[config.mk]
export PLATFORM = sky130hd
export DESIGN_NAME = pcg_pack_config
export DESIGN_NICKNAME = d
export VERILOG_FILES = /design/src/hdl/pcg_pkg.sv /design/src/hdl/pcg_pack_config.sv /design/src/hdl/pcg_pin_sync.sv
export SDC_FILE = /design/constraint.sdc
export NUM_CORES = 1
export LEC_CHECK = 0
export BUFFER_PORTS_ARGS = -buffer_cell sky130_fd_sc_hd__buf_2
export CELL_PAD_IN_SITES_DETAIL_PLACEMENT = 1
export CELL_PAD_IN_SITES_GLOBAL_PLACEMENT = 1
export CORE_MARGIN = 3
export CORE_UTILIZATION = 39
export CTS_CLUSTER_DIAMETER = 50
export DETAILED_ROUTE_END_ITERATION = 6
export PLACE_DENSITY_LB_ADDON = 0.25
export SYNTH_ARGS = -nofsm -noshare
export SYNTH_HDL_FRONTEND = slang
export SYNTH_SLANG_ARGS = --single-unit
[constraint.sdc]
create_clock -name clk -period 2.71 [get_ports clk]
set_clock_uncertainty 0.15 [all_clocks]
set_input_delay 0.4065 -clock clk [delete_from_list [all_inputs] [get_ports clk]]
set_output_delay 0.4065 -clock clk [all_outputs]
set_load 0.05 [all_outputs]
[src/hdl/pcg_pkg.sv]
// Purpose: Shared constants and carriers for the pack configuration block.
// Assumes: Register offsets are register indices on the host access port.
// Notes: All timing counts derive from the 125 MHz core clock.
package pcg_pkg;

    localparam logic [7:0] PIN_LEVEL_OFFSET = 8'h17;
    localparam logic [7:0] PTC_OFFSET = 8'h18;

    localparam int FLEX_EN_B_POS = 15;
    localparam int FLEX_EN_A_POS = 14;
    localparam int FLEX_SCAN_POS = 13;
    localparam int BLOCK_SEL_LSB = 8;
    localparam int CELL_B_LSB = 4;
    localparam int CELL_A_LSB = 0;
    localparam int PIN_COUNT = 4;

    localparam logic [15:0] PTC_RESET = 16'hEFFF;
    localparam logic [15:0] PTC_WRITE_MASK = 16'hEFFF;

    localparam logic [3:0] SEL_OFF = 4'hF;
    localparam logic [3:0] SEL_MIN = 4'h8;
    localparam logic [3:0] SEL_MAX = 4'hE;

    localparam int CLK_MHZ = 125;
    localparam int SCAN_SETTLE_US = 30;
    localparam int SETTLE_CYCLES = SCAN_SETTLE_US * CLK_MHZ;
    localparam int SETTLE_CNT_W = 12;

    typedef struct packed {
        logic wr_en;
        logic rd_en;
        logic [7:0] addr;
        logic [15:0] wdata;
    } pcg_req_s;

    typedef struct packed {
        logic [3:0] supply_input_mux;
        logic tap_connect;
        logic common_on;
        logic [3:0] block_divider_mux;
        logic [3:0] alert_mask_sel;
    } pcg_mux_s;

    typedef enum logic [0:0] {
        SCAN_IDLE,
        SCAN_SETTLE
    } pcg_scan_e;

endpackage : pcg_pkg

[src/hdl/pcg_pack_config.sv]
// Purpose: Pack topology register, mux decode, scan settle and pin readback.
// Assumes: The serial front end delivers decoded register requests and the
//          two capture strobes as one-cycle pulses on this clock.
// Notes: Decoded mux controls follow the register one cycle later.
`timescale 1ns/100ps
`default_nettype none

// Overview of operation
// Four-bit read field reports each active pin input level, one for high.
// Pins whose digital enable is clear read zero; enabled pins seen, except bits 1:0 under R5.
// UART reads capture pin levels at end of address byte parity bit.
// SPI reads capture pin levels on the ninth serial clock rising edge.
// With the I2C master enabled, the two lowest pin bits read 00.
// Two flex enable copies at bits 15 and 14, each resetting to one.
// Both enable copies zero disables supply and block mux selection.
// Disagreeing enable copies count as enabled, supply mux forced off.
// Enabled with cell 0x8 to 0xE connects that tap to supply input.
// Unsupported cell codes open all tap switches, leave common switch on.
// Block field picks divider pin; 0x0 to 0x7 map to 0xF.
// Block selection is ignored when the effective enable is zero.
// With scan option set, alternate mux scans wait 30 us before sampling.
// Delay only with flex enabled, supported cell and alternate mux set.
// Scan option at bit 13 resets to one; clear leaves scan unchanged.
// Disagreeing cell copies mask no alerts and force supply mux off.
// Effective cell code selects alert masking; 0xF removes all masking.
// Writes to pin field ignored; writable fields read back as written.
module pcg_pack_config (
    input wire logic clk,
    input wire logic srst,
    input wire pcg_pkg::pcg_req_s req,
    input wire logic uart_parity_end,
    input wire logic spi_ninth_rise,
    input wire logic [pcg_pkg::PIN_COUNT-1:0] pin_async,
    input wire logic [pcg_pkg::PIN_COUNT-1:0] digital_pin_enable,
    input wire logic i2c_master_enable,
    input wire logic alternate_mux_select,
    input wire logic top_cell_sample_req,
    output logic [15:0] rd_data,
    output logic rd_valid,
    output pcg_pkg::pcg_mux_s mux_ctl,
    output logic scan_settling,
    output logic top_cell_sample_go
);

    function automatic logic sel_supported(input logic [3:0] sel);
        return (sel >= pcg_pkg::SEL_MIN) && (sel <= pcg_pkg::SEL_MAX);
    endfunction : sel_supported

    logic [pcg_pkg::PIN_COUNT-1:0] pin_sync;
    logic [pcg_pkg::PIN_COUNT-1:0] pin_cap;
    logic [pcg_pkg::PIN_COUNT-1:0] next_pin_cap;
    logic [15:0] cfg;
    logic [15:0] next_cfg;
    logic [15:0] next_rd_data;
    logic next_rd_valid;
    pcg_pkg::pcg_mux_s next_mux_ctl;
    pcg_pkg::pcg_scan_e state;
    pcg_pkg::pcg_scan_e next_state;
    logic [pcg_pkg::SETTLE_CNT_W-1:0] cnt;
    logic [pcg_pkg::SETTLE_CNT_W-1:0] next_cnt;
    logic next_scan_settling;
    logic next_go;

    logic en_a;
    logic en_b;
    logic eff_en;
    logic en_agree;
    logic [3:0] cell_a;
    logic [3:0] cell_b;
    logic [3:0] block_sel;
    logic cell_agree;
    logic cell_ok;
    logic delay_applies;

    pcg_pin_sync #(
        .WIDTH(pcg_pkg::PIN_COUNT)
    ) u_pin_sync (
        .clk(clk),
        .srst(srst),
        .pin_async(pin_async),
        .pin_level(pin_sync)
    );

    assign en_a = cfg[pcg_pkg::FLEX_EN_A_POS];
    assign en_b = cfg[pcg_pkg::FLEX_EN_B_POS];
    assign cell_a = cfg[pcg_pkg::CELL_A_LSB +: 4];
    assign cell_b = cfg[pcg_pkg::CELL_B_LSB +: 4];
    assign block_sel = cfg[pcg_pkg::BLOCK_SEL_LSB +: 4];
    assign eff_en = en_a | en_b;
    assign en_agree = (en_a == en_b);
    assign cell_agree = (cell_a == cell_b);
    assign cell_ok = cell_agree && sel_supported(cell_a);
    assign delay_applies = cfg[pcg_pkg::FLEX_SCAN_POS] && eff_en && cell_ok
        && alternate_mux_select;

    // Register file and pin capture.
    always_comb begin
        next_cfg = cfg;
        next_pin_cap = pin_cap;
        next_rd_data = 16'h0000;
        next_rd_valid = req.rd_en;
        if (req.wr_en && req.addr == pcg_pkg::PTC_OFFSET) begin
            next_cfg = req.wdata & pcg_pkg::PTC_WRITE_MASK;
        end
        if (uart_parity_end || spi_ninth_rise) begin
            next_pin_cap = pin_sync;
        end
        if (req.rd_en) begin
            if (req.addr == pcg_pkg::PTC_OFFSET) begin
                next_rd_data = cfg;
            end else if (req.addr == pcg_pkg::PIN_LEVEL_OFFSET) begin
                next_rd_data[pcg_pkg::PIN_COUNT-1:0] =
                    pin_cap & digital_pin_enable;
                if (i2c_master_enable) begin
                    next_rd_data[1:0] = 2'b00;
                end
            end else begin
                next_rd_data = 16'h0000;
            end
        end
    end

    always_ff @(posedge clk) begin
        if (srst) begin
            cfg <= pcg_pkg::PTC_RESET;
            pin_cap <= '0;
            rd_data <= 16'h0000;
            rd_valid <= 1'b0;
        end else begin
            cfg <= next_cfg;
            pin_cap <= next_pin_cap;
            rd_data <= next_rd_data;
            rd_valid <= next_rd_valid;
        end
    end

    // Mux decode.
    always_comb begin
        next_mux_ctl.supply_input_mux = pcg_pkg::SEL_OFF;
        next_mux_ctl.tap_connect = 1'b0;
        next_mux_ctl.common_on = 1'b0;
        next_mux_ctl.block_divider_mux = pcg_pkg::SEL_OFF;
        next_mux_ctl.alert_mask_sel = cell_agree ? cell_a
            : pcg_pkg::SEL_OFF;
        if (eff_en) begin
            if (en_agree && cell_ok) begin
                next_mux_ctl.supply_input_mux = cell_a;
                next_mux_ctl.tap_connect = 1'b1;
            end else begin
                next_mux_ctl.common_on = 1'b1;
            end
            if (sel_supported(block_sel)) begin
                next_mux_ctl.block_divider_mux = block_sel;
            end
        end
    end

    always_ff @(posedge clk) begin
        if (srst) begin
            mux_ctl.supply_input_mux <= pcg_pkg::SEL_OFF;
            mux_ctl.tap_connect <= 1'b0;
            mux_ctl.common_on <= 1'b1;
            mux_ctl.block_divider_mux <= pcg_pkg::SEL_OFF;
            mux_ctl.alert_mask_sel <= pcg_pkg::SEL_OFF;
        end else begin
            mux_ctl <= next_mux_ctl;
        end
    end

    // Top-cell sampling with optional settle delay.
    always_comb begin
        next_state = state;
        next_cnt = cnt;
        next_go = 1'b0;
        case (state)
            pcg_pkg::SCAN_IDLE: begin
                if (top_cell_sample_req) begin
                    if (delay_applies) begin
                        next_state = pcg_pkg::SCAN_SETTLE;
                        next_cnt = pcg_pkg::SETTLE_CNT_W'(
                            pcg_pkg::SETTLE_CYCLES - 1);
                    end else begin
                        next_go = 1'b1;
                    end
                end
            end
            pcg_pkg::SCAN_SETTLE: begin
                if (cnt == '0) begin
                    next_state = pcg_pkg::SCAN_IDLE;
                    next_go = 1'b1;
                end else begin
                    next_cnt = cnt - 1'b1;
                end
            end
            default: begin
                next_state = pcg_pkg::SCAN_IDLE;
            end
        endcase
        next_scan_settling = (next_state == pcg_pkg::SCAN_SETTLE);
    end

    always_ff @(posedge clk) begin
        if (srst) begin
            state <= pcg_pkg::SCAN_IDLE;
            cnt <= '0;
            scan_settling <= 1'b0;
            top_cell_sample_go <= 1'b0;
        end else begin
            state <= next_state;
            cnt <= next_cnt;
            scan_settling <= next_scan_settling;
            top_cell_sample_go <= next_go;
        end
    end

    // Checks.
    localparam logic [pcg_pkg::SETTLE_CNT_W-1:0] SETTLE_LEN =
        pcg_pkg::SETTLE_CNT_W'(pcg_pkg::SETTLE_CYCLES);
    logic [pcg_pkg::SETTLE_CNT_W-1:0] settle_len;

    always_ff @(posedge clk) begin
        if (srst) begin
            settle_len <= '0;
        end else begin
            settle_len <= scan_settling ? settle_len + 1'b1 : '0;
        end
    end
endmodule : pcg_pack_config
`default_nettype wire

[src/hdl/pcg_pin_sync.sv]
// Purpose: Brings the general-purpose pin levels into the core clock domain.
// Assumes: Pins change slowly compared with the core clock.
// Notes: A bit updates only when the second and third stages agree.
`timescale 1ns/100ps
`default_nettype none

module pcg_pin_sync #(
    parameter int WIDTH = 4
) (
    input wire logic clk,
    input wire logic srst,
    input wire logic [WIDTH-1:0] pin_async,
    output logic [WIDTH-1:0] pin_level
);

    genvar i;
    generate
        for (i = 0; i < WIDTH; i++) begin : g_bit
            logic s1;
            logic s2;
            logic s3;
            logic level;
            logic next_level;

            always_comb begin
                next_level = (s2 == s3) ? s3 : level;
            end

            always_ff @(posedge clk) begin
                if (srst) begin
                    s1 <= 1'b0;
                    s2 <= 1'b0;
                    s3 <= 1'b0;
                    level <= 1'b0;
                end else begin
                    s1 <= pin_async[i];
                    s2 <= s1;
                    s3 <= s2;
                    level <= next_level;
                end
            end

            assign pin_level[i] = level;
        end
    endgenerate

endmodule : pcg_pin_sync
`default_nettype wire

==> impl_metrics.csv <==
group,metric,value,unit
synthesis,netlist_top_cells_area,"dfxtp_1 (55%), nand2_1 (5.3%), nand3b_1 (3.9%)",
synthesis,yosysMostFrequentCell,"dfxtp_1",
floorplanning,ios,74,
worst_hold_path,worstHoldStart,"req[14]",
layout,syn_to_final_growth,22.04,%
layout,final_area,3541,um^2
synthesis,ys_dominant_reg_cell,"dfxtp_1",
global_routing,grt_util_all_layers,16.29,%
global_routing,antenna_found_initial,0,
job,drv_cap,0,
clock_tree,htree_levels,3,
clock_tree,cts_tree,"done",
global_routing,gr-usage-met3,3.445,%
timing,drv_slew,0,
layout,multiInputGateArea,1234,um^2
synthesis,async_reset_ff_share,0,%
drt,antenna_left,0,
setup_path,cp-end-kind,"register",
timing,setup_tns,0,ns
layout,num-nets-final,415,
clock_tree,cts-resized-gates,0,
synthesis,avgSynthCellArea,9.737,um^2
drt,vias,2354,
floorplanning,initial_core_util,41.34,%
timing,max_slew_margin,61.14,%
drt,wire_per_inst,14.41,um
timing,fin_hold_ws,0.1255,ns
clock_tree,cts-root-to-sink-buffers,2,
drt,drtPass1Iterations,4,
timing,hold_violations,0,
global_routing,grt_pass1_vias,2219,
layout,insertedDiodeCount,0,
synthesis,ys_seq_elements,79,
setup_path,crit_type,"register to register",
synthesis,synthCells,298,
clock_tree,cts_setup_buffers,0,
global_routing,gr-max-usage-layer,"met2",
floorplanning,core,7019,um^2
global_routing,grt_pass1_wl,10970,um
setup_path,cp.arrival,2.42,ns
power,cellPowerDensity,595.8,nW/um^2
layout,regArea,1582,um^2
timing,max_freq,431.0,MHz
layout,fin_cells,472,
floorplanning,die_h,92.26,um
clock_tree,ctsHoldBuffers,0,
synthesis,synth_top_area_cell,"dfxtp_1",
setup_path,regToRegSetupSlack,0.39,ns
setup_path,crit_fanout,10,
floorplanning,dieWidth,92.26,um
power,p_leak,1.494,nW
clock_tree,insertion_delay,0.33,ns
worst_hold_path,whs_path_depth,2,
timing,setup_violations,0,
global_routing,use_met2,25.85,%
worst_hold_path,hold_end,"cfg[14]$_SDFFE_PP1P_",
drt,drc_errors,0,
synthesis,yosysUniqueCellTypes,50,
global_routing,grt-ovfl-total,0,
drt,wirelength,6803,um
placed_design,dp_hpwl,4944,um
placed_design,gp_congestion,0.7923,
synthesis,synth_edf_count,0,
worst_hold_path,hold_path_class,"primary input to register",
setup_path,worst_r2r_path_depth,7,
drt,drt-initial-drc-count,64,
synthesis,seq_area_frac_synth,54.51,%
placed_design,postPlaceCellArea,3351,um^2
synthesis,synth.top_cells.by_count,"dfxtp_1 (79), nand2_1 (41), a21oi_1 (15), nand3b_1 (15), nor2b_1 (15)",
setup_path,r2r_start,"cnt[0]$_SDFFE_PP0P_",
clock_tree,cts_root_buffer,"clkbuf_8",
layout,drive_gt1_share,26.06,%
drt,avgViaCountPerCell,4.987,
setup_path,required,2.81,ns
clock_tree,clkSinkCount,79,
clock_tree,cts_buffers,9,
clock_tree,path_clk_slew,0.08,ns
timing,fin_crit_sh,85.62,%
placed_design,place_inst,456,
floorplanning,die-area,8511,um^2
setup_path,start_kind,"register",
timing,min_period,2.320,ns
run_status,status,"finished, final reports clean",
power,ir_drop,0.2326,mV
timing,worst_pin_slew,0.5780,ns
floorplanning,rows,30,
global_routing,grt_max_degree,24,
layout,fillers,830,
placed_design,io_buffers,71,
setup_path,reg2reg_to,"cnt[7]$_SDFFE_PP0P_",
timing,grt_setup_unrepaired,"no",
synthesis,synth_top_area_share,54.51,%
synthesis,synth_area,2902,um^2
global_routing,grt_util_met1,21.83,%
synthesis,ys_warn_count,0,
worst max-delay path by stage:
stage                   startpoint                    to  slack [ns]  depth (start not counted)
6_report       cnt[0]$_SDFFE_PP0P_   cnt[7]$_SDFFE_PP0P_        0.39                          7
5_1_grt        cnt[0]$_SDFFE_PP0P_   cnt[2]$_SDFFE_PP0P_        0.24                          7
4_1_cts        cnt[0]$_SDFFE_PP0P_   cnt[7]$_SDFFE_PP0P_        0.39                          7
3_5_place_dp   cnt[0]$_SDFFE_PP0P_   cnt[7]$_SDFFE_PP0P_        0.40                          7
3_3_place_gp   cnt[0]$_SDFFE_PP0P_   cnt[9]$_SDFFE_PP0P_        0.52                          7
2_1_floorplan  cnt[0]$_SDFFE_PP0P_  cnt[11]$_SDFFE_PP0P_        0.73                          7
cell type report:
type,count,share of cell area (%)
Sequential cell,79,44.66
Multi-Input combinational cell,199,34.84
Timing Repair Buffer,76,11.10
Clock buffer,11,3.710
Tap cell,96,3.392
Clock inverter,5,1.661
Inverter,6,0.6360
through the flow:
stage | util, % | setup WS, ns | power [W]
floorplan | - | 0.7267 | 0.001250
global placement | 47.74 | 0.5159 | 0.001292
detailed placement | 47.74 | 0.3970 | 0.001294
CTS | 50.45 | 0.3914 | 0.002136
global route | 50.45 | 0.2390 | 0.002211
finish | 50.45 | 0.3896 | 0.002110
power by group:
group	switching, W	internal, W	leakage [nW]
logic	0.0000521	0.0000377	0.763
registers	0.00000412	0.00117	0.641
clock network	0.000418	0.000426	0.0895
critical path, stage by stage (launching register included):
cell and delay [ns]:
dfxtp_1 0.41, inv_1 0.09, ha_1 0.20, nor4b_2 0.17, a41oi_2 0.48, a41o_1 0.36, a21oi_1 0.11, a311oi_1 0.25
layer usage:
layer | vias to the layer above | routed length (um)
met5 | - | 0
met4 | 0 | 43
met3 | 8 | 331
met2 | 61 | 3161
met1 | 1108 | 3266
li1 | 1177 | -
state kept, by name, summed over array words and instances (netlist names):
| register | count |
|---|---|
| u_pin_sync.g_bit.s3 | 4 |
| u_pin_sync.g_bit.s1 | 4 |
| cfg | 15 |
| rd_valid | 1 |
| u_pin_sync.g_bit.s2 | 4 |
| top_cell_sample_go | 1 |
| cnt | 12 |
| rd_data | 15 |
| pin_cap | 4 |
| u_pin_sync.g_bit.level | 4 |
| mux_ctl | 14 |
| state | 1 |
cell usage in the layout, fill, tap and decap left out, drive strengths merged, types with 2 or more instances in the layout:
master	netlist	routed
a211o	2	2
a21oi	16	16
a311oi	6	6
a32o	4	4
a41oi	2	2
and2	11	11
and3	2	2
buf	3	76
clkbuf	12	11
clkinv	0	2
clkinvlp	0	2
conb	2	3
dfxtp	79	79
ha	3	3
inv	6	6
nand2	41	41
nand2b	13	13
nand3	3	3
nand3b	15	15
nand4b	2	2
nor2	14	14
nor2b	15	15
nor3	3	3
nor3b	2	2
nor4	5	5
nor4b	3	3
o21ai	12	12
o31ai	2	2
o41ai	2	2
xor2	4	4
cells by family after synthesis:
group | count (synthesis) | share of synthesized area (%)
AO/OA/AOI/OAI | 55 | 13.24
XOR/XNOR | 4 | 1.207
adder cells (fa/ha/maj) | 3 | 1.294
buffers and inverters | 21 | 3.105
flip-flops | 79 | 54.51
other | 2 | 0.2588
AND/OR/NAND/NOR | 134 | 26.39
Note: power is estimated with default switching activity, not from simulation.
